## src/design/dpsc_pkg.sv

```systemverilog
// Package with pin timing constants and command codes for the dual-port SRAM port controller.
package dpsc_pkg;
  localparam int unsigned CLK_PERIOD_NS = 50;
  // Slowest speed grade figures, in nanoseconds.
  localparam int unsigned T_WP_NS = 40;
  localparam int unsigned T_WZ_NS = 25;
  localparam int unsigned T_DW_NS = 30;
  localparam int unsigned T_WC_NS = 55;
  localparam int unsigned T_SWRD_NS = 5;
  localparam int unsigned T_ACC_NS = 65;
  localparam int unsigned T_BDD_NS = 50;
  localparam int unsigned T_HZ_NS = 25;
  // Least times round up to whole cycles, none below one.
  localparam int unsigned T_WP_RAW = (((T_WZ_NS + T_DW_NS) > T_WP_NS) ? (T_WZ_NS + T_DW_NS) : T_WP_NS);
  localparam int unsigned WP_CYC = (T_WP_RAW + CLK_PERIOD_NS - 1) / CLK_PERIOD_NS;
  localparam int unsigned WREC_RAW = (T_WC_NS + CLK_PERIOD_NS - 1) / CLK_PERIOD_NS;
  localparam int unsigned WREC_CYC = (WREC_RAW < 1) ? 1 : WREC_RAW;
  localparam int unsigned SWRD_CYC = ((T_SWRD_NS + CLK_PERIOD_NS - 1) / CLK_PERIOD_NS < 1) ? 1 :
                                     (T_SWRD_NS + CLK_PERIOD_NS - 1) / CLK_PERIOD_NS;
  localparam int unsigned ACC_MAX_NS = (T_ACC_NS > T_BDD_NS) ? T_ACC_NS : T_BDD_NS;
  localparam int unsigned RD_CYC = (ACC_MAX_NS + CLK_PERIOD_NS - 1) / CLK_PERIOD_NS;
  localparam int unsigned HZ_CYC = ((T_HZ_NS + CLK_PERIOD_NS - 1) / CLK_PERIOD_NS < 1) ? 1 :
                                   (T_HZ_NS + CLK_PERIOD_NS - 1) / CLK_PERIOD_NS;
  localparam int unsigned CNT_W = 4;
  // Command codes.
  localparam logic [1:0] CMD_RD = 2'h0;
  localparam logic [1:0] CMD_WR = 2'h1;
  localparam logic [1:0] CMD_TOKEN_GET = 2'h2;
  localparam logic [1:0] CMD_TOKEN_FREE = 2'h3;
  localparam logic [15:0] RESET_DATA = 16'h0000;
  localparam logic [14:0] RESET_ADDR = 15'h0000;
endpackage

```

## src/design/dpsc_port_ctrl.sv

```systemverilog
// Host-side controller that drives one port of the dual-port SRAM through its pins.
module dpsc_port_ctrl #(
  parameter int unsigned AW = 15,
  parameter int unsigned DW = 16
) (
  // Clock and reset.
  input wire logic ref_clk,
  input wire logic reset,
  // User command port.
  input wire logic cmd_valid,
  input wire logic [1:0] cmd_op,
  input wire logic [AW-1:0] cmd_addr,
  input wire logic [DW-1:0] cmd_wdata,
  input wire logic [1:0] cmd_be,
  output logic cmd_ready,
  output logic rsp_valid,
  output logic [DW-1:0] rsp_rdata,
  output logic rsp_granted,
  // SRAM pins.
  output logic chip_select_n,
  output logic token_space_select_n,
  output logic write_strobe_n,
  output logic output_enable_n,
  output logic upper_byte_select_n,
  output logic lower_byte_select_n,
  output logic [AW-1:0] addr,
  output logic [DW-1:0] data_out,
  output logic data_oe,
  input wire logic [DW-1:0] data_in
);
  import dpsc_pkg::*;

  // Refuse widths, and write pulse, recovery and read cycle counts, that the pin logic or the timer cannot hold.
  if (AW < 1 || DW != 16 || WP_CYC >= (1 << CNT_W) || WREC_CYC >= (1 << CNT_W) ||
      RD_CYC + 3 >= (1 << CNT_W)) begin : g_param_check
    $error("dpsc_port_ctrl: unsupported parameters");
  end

  typedef enum logic [6:0] {
    DPSC_IDLE = 7'h01,
    DPSC_SETUP = 7'h02,
    DPSC_WPULSE = 7'h04,
    DPSC_WREC = 7'h08,
    DPSC_GAP = 7'h10,
    DPSC_RD = 7'h20,
    DPSC_RDEND = 7'h40
  } dpsc_state_e;

  dpsc_state_e st_r, st_nxt;
  logic cs_n_r, cs_n_nxt, ts_n_r, ts_n_nxt, we_n_r, we_n_nxt, oe_n_r, oe_n_nxt;
  logic ub_n_r, ub_n_nxt, lb_n_r, lb_n_nxt, doe_r, doe_nxt;
  logic [AW-1:0] addr_r, addr_nxt;
  logic [DW-1:0] dout_r, dout_nxt, rdat_r, rdat_nxt;
  logic rv_r, rv_nxt, gr_r, gr_nxt, tok_r, tok_nxt, chk_r, chk_nxt;
  logic t_load, t_done;
  logic [CNT_W-1:0] t_val;
  logic [DW-1:0] din_s1_r, din_s2_r, din_s3_r;

  // Read data passes three flops; the value counts once the last two agree.
  always_ff @(posedge ref_clk) begin
    if (reset) begin
      din_s1_r <= RESET_DATA;
      din_s2_r <= RESET_DATA;
      din_s3_r <= RESET_DATA;
    end else begin
      din_s1_r <= data_in;
      din_s2_r <= din_s1_r;
      din_s3_r <= din_s2_r;
    end
  end

  dpsc_cycle_timer #(.WIDTH(CNT_W)) u_timer (
    .ref_clk(ref_clk),
    .reset(reset),
    .load(t_load),
    .load_val(t_val),
    .done(t_done)
  );

  // Sequencer for write, read and token cycles.
  always_comb begin
    st_nxt = st_r;
    cs_n_nxt = cs_n_r;
    ts_n_nxt = ts_n_r;
    we_n_nxt = we_n_r;
    oe_n_nxt = oe_n_r;
    ub_n_nxt = ub_n_r;
    lb_n_nxt = lb_n_r;
    doe_nxt = doe_r;
    addr_nxt = addr_r;
    dout_nxt = dout_r;
    rdat_nxt = rdat_r;
    rv_nxt = 1'b0;
    gr_nxt = gr_r;
    tok_nxt = tok_r;
    chk_nxt = chk_r;
    t_load = 1'b0;
    t_val = '0;
    case (st_r)
      DPSC_IDLE: begin
        if (cmd_valid) begin
          // Address moves only with every select and strobe high.
          addr_nxt = cmd_addr;
          tok_nxt = cmd_op[1];
          chk_nxt = (cmd_op == CMD_TOKEN_GET);
          // Output enable stays high during writes, though the pulse is still sized for T_WZ_NS plus T_DW_NS.
          oe_n_nxt = 1'b1;
          if (cmd_op == CMD_RD) begin
            st_nxt = DPSC_RD;
            cs_n_nxt = 1'b0;
            ub_n_nxt = ~cmd_be[1];
            lb_n_nxt = ~cmd_be[0];
            oe_n_nxt = 1'b0;
            t_load = 1'b1;
            t_val = CNT_W'(RD_CYC + 2);
          end else begin
            st_nxt = DPSC_SETUP;
            // Token get writes zero on bit 0, release writes one.
            dout_nxt = cmd_op[1] ? {{(DW-1){1'b0}}, (cmd_op == CMD_TOKEN_FREE)} : cmd_wdata;
            ub_n_nxt = cmd_op[1] ? 1'b0 : ~cmd_be[1];
            lb_n_nxt = cmd_op[1] ? 1'b0 : ~cmd_be[0];
            t_load = 1'b1;
            t_val = CNT_W'(HZ_CYC);
          end
        end
      end
      DPSC_SETUP: begin
        // Chip or token select falls with the strobe so the RAM keeps its pins floating; byte selects fell at accept.
        if (t_done) begin
          st_nxt = DPSC_WPULSE;
          we_n_nxt = 1'b0;
          doe_nxt = 1'b1;
          cs_n_nxt = tok_r;
          ts_n_nxt = ~tok_r;
          t_load = 1'b1;
          t_val = CNT_W'(WP_CYC - 1);
        end
      end
      DPSC_WPULSE: begin
        if (t_done) begin
          // The strobe and select rise together; recovery counts from here.
          st_nxt = DPSC_WREC;
          we_n_nxt = 1'b1;
          cs_n_nxt = 1'b1;
          ts_n_nxt = 1'b1;
          t_load = 1'b1;
          t_val = CNT_W'(WREC_CYC);
        end
      end
      DPSC_WREC: begin
        if (t_done) begin
          doe_nxt = 1'b0;
          ub_n_nxt = 1'b1;
          lb_n_nxt = 1'b1;
          if (chk_r) begin
            // Chip select stays high across the token write and check read.
            st_nxt = DPSC_GAP;
            t_load = 1'b1;
            t_val = CNT_W'(SWRD_CYC);
          end else begin
            st_nxt = DPSC_RDEND;
          end
        end
      end
      DPSC_GAP: begin
        if (t_done) begin
          // Check read starts after the flag write-to-read separation.
          st_nxt = DPSC_RD;
          ts_n_nxt = 1'b0;
          oe_n_nxt = 1'b0;
          ub_n_nxt = 1'b0;
          lb_n_nxt = 1'b0;
          t_load = 1'b1;
          t_val = CNT_W'(RD_CYC + 2);
        end
      end
      DPSC_RD: begin
        if (t_done) begin
          // Sample only after the slowest access limit plus the sync delay.
          if (din_s2_r == din_s3_r) begin
            rdat_nxt = din_s3_r;
            // Any data line shows the flag value; zero means this port holds it.
            gr_nxt = tok_r && !din_s3_r[0];
            st_nxt = DPSC_RDEND;
            cs_n_nxt = 1'b1;
            ts_n_nxt = 1'b1;
            oe_n_nxt = 1'b1;
            ub_n_nxt = 1'b1;
            lb_n_nxt = 1'b1;
          end
        end
      end
      DPSC_RDEND: begin
        // Response pulses once the pins are back at rest.
        st_nxt = DPSC_IDLE;
        rv_nxt = 1'b1;
        if (!tok_r) begin
          gr_nxt = 1'b0;
        end
      end
      default: begin
        st_nxt = DPSC_IDLE;
      end
    endcase
  end

  // Register the sequencer and pin state.
  always_ff @(posedge ref_clk) begin
    if (reset) begin
      st_r <= DPSC_IDLE;
      cs_n_r <= 1'b1;
      ts_n_r <= 1'b1;
      we_n_r <= 1'b1;
      oe_n_r <= 1'b1;
      ub_n_r <= 1'b1;
      lb_n_r <= 1'b1;
      doe_r <= 1'b0;
      addr_r <= RESET_ADDR;
      dout_r <= RESET_DATA;
      rdat_r <= RESET_DATA;
      rv_r <= 1'b0;
      gr_r <= 1'b0;
      tok_r <= 1'b0;
      chk_r <= 1'b0;
    end else begin
      st_r <= st_nxt;
      cs_n_r <= cs_n_nxt;
      ts_n_r <= ts_n_nxt;
      we_n_r <= we_n_nxt;
      oe_n_r <= oe_n_nxt;
      ub_n_r <= ub_n_nxt;
      lb_n_r <= lb_n_nxt;
      doe_r <= doe_nxt;
      addr_r <= addr_nxt;
      dout_r <= dout_nxt;
      rdat_r <= rdat_nxt;
      rv_r <= rv_nxt;
      gr_r <= gr_nxt;
      tok_r <= tok_nxt;
      chk_r <= chk_nxt;
    end
  end

  assign cmd_ready = st_r[0]; // One-hot idle bit, so ready comes straight from a flop.
  assign chip_select_n = cs_n_r;
  assign token_space_select_n = ts_n_r;
  assign write_strobe_n = we_n_r;
  assign output_enable_n = oe_n_r;
  assign upper_byte_select_n = ub_n_r;
  assign lower_byte_select_n = lb_n_r;
  assign addr = addr_r;
  assign data_out = dout_r;
  assign data_oe = doe_r;
  assign rsp_valid = rv_r;
  assign rsp_rdata = rdat_r;
  assign rsp_granted = gr_r;
endmodule

```

## src/design/dpsc_cycle_timer.sv

```systemverilog
// Down counter that times one phase of a pin cycle.
module dpsc_cycle_timer #(
  parameter int unsigned WIDTH = 4
) (
  // Clock and reset.
  input wire logic ref_clk,
  input wire logic reset,
  // Load and status.
  input wire logic load,
  input wire logic [WIDTH-1:0] load_val,
  output logic done
);
  logic [WIDTH-1:0] cnt_r;
  logic [WIDTH-1:0] cnt_nxt;

  // A load takes priority over counting so a new phase starts cleanly.
  always_comb begin
    cnt_nxt = cnt_r;
    if (load) begin
      cnt_nxt = load_val;
    end else if (cnt_r != '0) begin
      cnt_nxt = cnt_r - 1'b1;
    end
  end

  // Register the count.
  always_ff @(posedge ref_clk) begin
    if (reset) begin
      cnt_r <= '0;
    end else begin
      cnt_r <= cnt_nxt;
    end
  end

  // Done depends on the count alone, since callers derive their load from it.
  assign done = (cnt_r == '0);
endmodule

```

## config.mk

```make
export PLATFORM = sky130hd
export DESIGN_NAME = dpsc_port_ctrl
export DESIGN_NICKNAME = d
export VERILOG_FILES = /design/src/design/dpsc_pkg.sv /design/src/design/dpsc_port_ctrl.sv /design/src/design/dpsc_cycle_timer.sv
export SDC_FILE = /design/constraint.sdc
export NUM_CORES = 1
export LEC_CHECK = 0
export ABC_AREA = 1
export BUFFER_PORTS_ARGS = -buffer_cell sky130_fd_sc_hd__buf_2
export CAP_MARGIN = 20
export CORE_AREA = 5 5 111 113
export CTS_CLUSTER_SIZE = 25
export DETAILED_ROUTE_END_ITERATION = 12
export DIE_AREA = 0 0 116 118
export HOLD_SLACK_MARGIN = 0.06
export PLACE_DENSITY = 0.67
export SETUP_SLACK_MARGIN = 0.3
export SLEW_MARGIN = 20
export SYNTH_ARGS = -nofsm -noshare
export SYNTH_HDL_FRONTEND = slang
export SYNTH_SLANG_ARGS = --single-unit
```

## constraint.sdc

```tcl
create_clock -name ref_clk -period 1.9 [get_ports ref_clk]
set_input_delay 0 -clock ref_clk [delete_from_list [all_inputs] [get_ports ref_clk]]
set_output_delay 0 -clock ref_clk [all_outputs]
set_load 0.05 [all_outputs]
```

==> flow_summary.toml, run 1 <==
[status]
status = "finished, final reports clean"

[setup_path]
cp.required_ns = 2.20
crit_fanout = 6
crit_slowest_cell = "dfxtp_2"
critPathMaxStageDelay_ns = 0.32
critical_path.cell_chain = "inv_2 > ha_4 > nand3_4 > nand4_1 > nand2_1 > nor2_4 > nand4_4 > o21bai_1 > nor2_1"
path_class = "reg -> reg"
path_buf_inv = 1
start_kind = "register"
critPathArrivalTime_ns = 1.90
critPathTopFamily = "simple AND/OR/NAND/NOR gates"
cp-end-kind = "register"

[place]
dp.cells = 867
dp_worst_setup_slack_ns = 0.1328
place_congestion = 0.8167
portBuffers = 110
postPlaceCellArea_sq_um = 5624
hpwl_um = 8266

[route]
drc_errors = 0
wire_per_inst_um = 13.80
postRouteAntennaNets = 0
num_vias = 4604
viasPerCell = 4.712
routed_wl_um = 13480
dr.pass1.iters = 4
drt_iter0_drc = 232

[floorplanning]
io_pins = 111
rows = 39
die_height_um = 118
fp.dieW_um = 116
die-area_sq_um = 13690
core_area_sq_um = 11220
initial_core_util = 0.4381

[grt]
grt.busiest_layer = "met2"
grtUsageMet1 = 0.2335
grt_pass1_wl_um = 21200
met2_usage = 0.3255
grt_max_degree = 108
globalRoute.totalOverflow = 0
antenna_found_initial = 0
grt_pass1_vias = 4584
grtUsageMet3 = 0.06170
grtUsageTotal = 0.1935

[clock_network]
cts_tree = "yes"
clock_sinks = 117
clock_path_buffers = 2
clkTransAtPathRegs_ns = 0.06
root_buffer = "clkbuf_16"
cts_max_level = 4
cts_buffers = 17
worst_skew_pair.late_latency_ns = 0.41

[synthesis]
syn-cell-area_sq_um = 4917
ys_types = 41
syn_area_per_cell_sq_um = 7.842
ys_ff_latch = 117
seq_area_frac_synth = 0.4763
yosysWarnings = 0
synth.net_count = 682
syn_inst = 627

[pwr]
power-per-cell-area_nw_per_um2 = 1462
peakVddDrop_mv = 0.9922
p_leak_nw = 3.343

[final_layout]
drive_above_1_share = 0.3981
finish.utilization = 0.6485
fin_nets = 876
area_growth_pct = 48.02
stdcell_count = 977
final_cell_mix = "109 x inv_1, 109 x buf_2, 103 x nand2_1"
antennaDiodeCount = 0
final_area_sq_um = 7278

[min_path]
hp-class = "in -> reg"

[timing]
timing.final.max_slew_violations = 0
fin_skew_ns = 0.007462
tightestPinTransition_ns = 0.7890
rsz0062_at_grt = "yes"
hold_violations = 0
slew_headroom = 0.4734
finalSetupTns_ns = 0
post-route-period-util = 0.8450
fin_crit_ns = 1.605
max_freq_mhz = 622.9
finalSetupViolations = 0
fin_ws_ns = 0.2945

[job]
max_cap_viol_count = 0
## what timing repair did
item	in CTS	in global routing
endpoints found under the hold margin	53	1
cloned	1	3
setup endpoints to repair	47	54
buffers inserted	2	20
gates resized for setup	21	86
pin swaps	6	33
hold buffers	51	1
## worst register-to-register path: cells and delay by family (launching register included)
kind / cells / cell delay, ns
AOI/OAI and AO/OA: 1 / 0.18
adders and majority gates: 1 / 0.15
buffers and inverters: 1 / 0.08
DFF: 1 / 0.32
and+or+nand+nor: 6 / 0.78
## through the flow
| step | hold slack, ns | total power, mW |
|---|---|---|
| final | 0.1081 | 10.64 |
| after global routing | 0.1007 | 11.22 |
| after CTS | -0.01760 | 10.04 |
| after detailed placement | 0.2084 | 6.739 |
| after global placement | 0.1996 | 6.657 |
| after floorplan | 0.1070 | 5.968 |
## routing by layer
metal | wire length [um] | up-vias
met5 | 0 | -
met4 | 266 | 0
met3 | 980 | 33
met2 | 6517 | 175
met1 | 5718 | 2072
li1 | - | 2324
## synthesized netlist by cell type
cell type / n / share of area
or2_0: 1 / 0.0013
ha_1: 1 / 0.0025
nand2_1: 114 / 0.087
nand2_2: 4 / 0.0051
nor4_1: 1 / 0.0013
xor2_1: 1 / 0.0018
a211oi_2: 31 / 0.079
o211ai_1: 5 / 0.0076
clkbuf_1: 9 / 0.0069
nand3_2: 2 / 0.0041
nand3_1: 15 / 0.015
and3_1: 1 / 0.0013
inv_4: 2 / 0.0025
inv_2: 10 / 0.0076
nor3_2: 2 / 0.0041
buf_2: 5 / 0.0051
o21ai_2: 1 / 0.0018
nand3b_1: 1 / 0.0015
nor2_4: 7 / 0.016
buf_1: 4 / 0.0031
buf_4: 2 / 0.0031
nor2_1: 93 / 0.071
a21oi_1: 41 / 0.042
nand4_1: 3 / 0.0038
o21ai_1: 2 / 0.0020
dfxtp_1: 117 / 0.48
a211oi_1: 2 / 0.0031
o21bai_1: 2 / 0.0031
nor2_2: 8 / 0.010
buf_6: 4 / 0.0092
clkinv_1: 1 / 0.00076
nor3_1: 1 / 0.0010
nand4_2: 1 / 0.0025
o21ai_0: 7 / 0.0071
clkinv_2: 1 / 0.0010
inv_1: 116 / 0.089
o31a_1: 2 / 0.0036
nand2_4: 4 / 0.0092
nor3b_2: 1 / 0.0025
o22ai_1: 1 / 0.0013
nand4_4: 1 / 0.0043
## cell type report
cell class | instances | area [sq um]
Sequential cell | 117 | 2386
Inverter | 130 | 503.0
Fill cell | 958 | 3945
Multi-Input combinational cell | 357 | 2187
Timing Repair Buffer | 198 | 1448
Clock inverter | 13 | 122.6
Tap cell | 143 | 178.9
Clock buffer | 19 | 452.9
## registers in the layout, summed over array words and instances (netlist names)
register / flops
st_r: 7
upper_byte_select_n: 1
rsp_valid: 1
data_oe: 1
chip_select_n: 1
rsp_rdata: 16
din_s2_r: 16
chk_r: 1
output_enable_n: 1
u_timer.cnt_r: 4
rsp_granted: 1
token_space_select_n: 1
tok_r: 1
din_s3_r: 16
addr: 15
write_strobe_n: 1
din_s1_r: 16
data_out: 16
lower_byte_select_n: 1
## report_power, final
part	total [mW]	internal [mW]	switching [mW]	leakage, nW
Sequential	3.13	2.88	0.248	0.970
Clock	3.05	1.88	1.17	0.273
Combinational	4.47	1.55	2.92	2.10
## cells by family (layout without fill, tap and decap cells)
kind of cell / after synthesis / in the layout / synth area share
xor+xnor: 1 / 1 / 0.001781
fa+ha+maj: 1 / 1 / 0.002544
flops: 117 / 117 / 0.4763
compound gates: 94 / 94 / 0.1501
buf+inv: 154 / 360 / 0.1277
simple gates: 260 / 261 / 0.2415
## worst paths after layout
| check | slack [ns] | start | end | cells past startpoint |
|---|---|---|---|---|
| min reg2reg | 0.39 | din_s1_r[4] | din_s2_r[4] | 2 |
| max | 0.29 | u_timer.cnt_r[0] | st_r[5] | 9 |
| max reg2reg | 0.29 | u_timer.cnt_r[0] | st_r[5] | 9 |
| min | 0.11 | reset | st_r[0] | 3 |
Power figures use the tool's default switching activity.
==> run 2, diff against run 1 <==
- ABC_AREA: 1 -> 0
- CORE_AREA: 5 5 111 113 -> 5 5 106 108
- DIE_AREA: 0 0 116 118 -> 0 0 111 113
- PLACE_DENSITY: 0.67 -> 0.68
- clock period: 1.9 -> 1.63 ns (I/O delays scaled with it)
==> flow_summary.toml, run 2 <==
[status]
status = "complete, but fails checks"
violations = "negative setup slack"

[final_layout]
drive_above_1_share = 0.3874
final_cell_mix = "111 x dfxtp_1, 108 x buf_2, 59 x buf_4"
stdcell_count = 851
fin_nets = 757
layout.cells.most_common = "dfxtp_1"
area_growth_pct = 63.54
antennaDiodeCount = 0
finish.utilization = 0.7179

[setup_path]
r2r_slack_ns = -0.52
cp.required_ns = 2.03
critical_path.cell_chain = "or4b_4 > or4_4 > a21oi_4 > a211oi_4 > buf_4 > a32oi_2 > nor2_1"
path_class = "reg -> reg"
worstReg2RegStart = "st_r[1]"
reg2regPathDepth = 7
r2r_end = "st_r[4]"
start_kind = "register"
critPathTopFamily = "simple AND/OR/NAND/NOR gates"
cp-end-kind = "register"
path_buf_inv = 1
critPathMaxStageDelay_ns = 0.52
crit_slowest_cell = "or4b_4"
critPathArrivalTime_ns = 2.54
crit_fanout = 3

[timing]
tightestPinTransition_ns = 0.5184
hold_violations = 0
max_freq_mhz = 465.9
timing.final.max_slew_violations = 0
fin_ws_ns = -0.5165
rsz0062_at_grt = "yes"
post-route-period-util = 1.317
slew_headroom = 0.6544
fin_crit_ns = 2.146
finalSetupViolations = 52
whs_ns = 0.2195
fin_skew_ns = 0.01066

[synthesis]
yosysWarnings = 0
yosys_most_used_dff = "dfxtp_1"
synthTopCellsByCount = "117 x dfxtp_1, 57 x nor2_1, 50 x nor2b_1, 45 x a21oi_1, 45 x nand2_1"
ys_types = 54
syn_area_per_cell_sq_um = 9.449
seq_area_frac_synth = 0.5263
synth_edf_count = 0
yosysTopAreaCell = "dfxtp_1"
synth.net_count = 526
async_flop_share = 0
yosysMostFrequentCell = "dfxtp_1"
ys_ff_latch = 117
syn_inst = 471
yosys-top-cells-area = "dfxtp_1 53%, nor2b_1 7.0%, mux2i_1 5.2%"
syn-cell-area_sq_um = 4451
synth_top_area_frac = 0.5263

[clock_network]
cts_tree = "yes"
clock_sinks = 117
worst_skew_pair.late_latency_ns = 0.52
clock_path_buffers = 2
cts_max_level = 4
clkTransAtPathRegs_ns = 0.06
root_buffer = "clkbuf_8"
cts_buffers = 17

[floorplanning]
initial_core_util = 0.4390
die_height_um = 113
rows = 37
io_pins = 111
core_area_sq_um = 10140
fp.dieW_um = 111
die-area_sq_um = 12540

[place]
hpwl_um = 7744
dp.cells = 742
portBuffers = 110
place_congestion = 0.9195

[job]
max_cap_viol_count = 0

[grt]
globalRoute.totalOverflow = 0
grtUsageTotal = 0.2019
grt_max_degree = 54
grt_pass1_wl_um = 20280
antenna_found_initial = 0
grt_pass1_vias = 4209

[pwr]
swShare = 0.3350
internal_power_mw = 7.872
switchingPower_mw = 3.966
power-per-cell-area_nw_per_um2 = 1627
seq_power_share = 0.284
p_comb_frac = 0.363
peakVddDrop_mv = 0.7717
p_leak_nw = 3.220
p_total_mw = 11.84
pwr-share-clk = 0.354

[min_path]
holdPathStages = 3
hp-class = "in -> reg"
hold_end = "din_s1_r[3]"
hp-start = "data_in[3]"

[route]
dr.pass1.iters = 5
drc_errors = 0
postRouteAntennaNets = 0
drt_iter0_drc = 175
viasPerCell = 4.981
num_vias = 4239
routed_wl_um = 13310
wire_per_inst_um = 15.64
run 2: per-stage QoR:
step                worst slack, ns  cell area [sq um]  TNS [ns]
floorplan                   -0.4078               4562    -9.356
global placement            -0.4826               5579    -17.14
finish                      -0.5165               7278    -15.54
detailed placement          -0.5214               5579    -17.21
global route                -0.5957               7278    -21.10
CTS                         -0.4499               6990    -15.13
run 2: kinds of logic (layout without fill, tap and decap cells):
| logic type | count (synthesis) | in the layout | share of synthesized area |
|---|---|---|---|
| mux | 24 | 24 | 0.05426 |
| buf+inv | 35 | 279 | 0.03317 |
| flops | 117 | 117 | 0.5263 |
| simple gates | 208 | 208 | 0.2516 |
| fa+ha+maj | 1 | 1 | 0.002811 |
| xor+xnor | 19 | 19 | 0.03739 |
| compound gates | 67 | 67 | 0.09447 |
run 2: power groups by stage:
stage / combinational, mW / clock (mW) / sequential [mW]
final: 4.29 / 4.19 / 3.36
after floorplan: 1.75 / 0 / 4.03
after detailed placement: 3.49 / 0 / 3.40
after CTS: 3.84 / 4.23 / 3.34
after global routing: 4.56 / 4.37 / 3.39
after global placement: 3.43 / 0 / 3.39
run 2: layout make-up:
| class | count | area, sq um |
|---|---|---|
| clock buffers | 18 | 417.9 |
| flip-flops and latches | 117 | 2352 |
| well taps | 136 | 170.2 |
| clock inverters | 14 | 249.0 |
| multi-input cells | 319 | 2235 |
| fillers | 679 | 2860 |
| repair buffers | 243 | 1839 |
| inverters | 4 | 15.01 |
run 2: worst max path at each step:
stage / to / cells after the start / slack, ns / from
2_1_floorplan: u_timer.cnt_r[0] / 7 / -0.41 / st_r[1]
6_report: st_r[4] / 7 / -0.52 / st_r[1]
3_3_place_gp: u_timer.cnt_r[1] / 7 / -0.48 / din_s3_r[15]
4_1_cts: st_r[4] / 7 / -0.45 / st_r[5]
5_1_grt: rsp_rdata[14] / 10 / -0.60 / din_s3_r[14]
3_5_place_dp: u_timer.cnt_r[1] / 7 / -0.52 / din_s3_r[15]
run 2: worst register-to-register path: stages (launching register included):
cell and delay [ns]:
dfxtp_1 0.32, or4b_4 0.52, or4_4 0.46, a21oi_4 0.20
a211oi_4 0.07, buf_4 0.16, a32oi_2 0.21, nor2_1 0.09
run 2: timing repair:
| action | in CTS | in global routing |
|---|---|---|
| pin swaps | 7 | 17 |
| hold buffers | 53 | 0 |
| buffers inserted | 8 | 13 |
| endpoints found under the setup margin | 69 | 69 |
| endpoints found under the hold margin | 76 | 0 |
| resized for setup | 30 | 32 |
| cloned | 1 | 2 |
run 2: layer usage:
layer / global-route usage / vias to the layer above / share of wire
met5: 0 / - / 0
met4: 0.1043 / 0 / 0.045
met3: 0.06471 / 48 / 0.055
met2: 0.3523 / 162 / 0.51
met1: 0.2204 / 1977 / 0.39
li1: - / 2052 / -
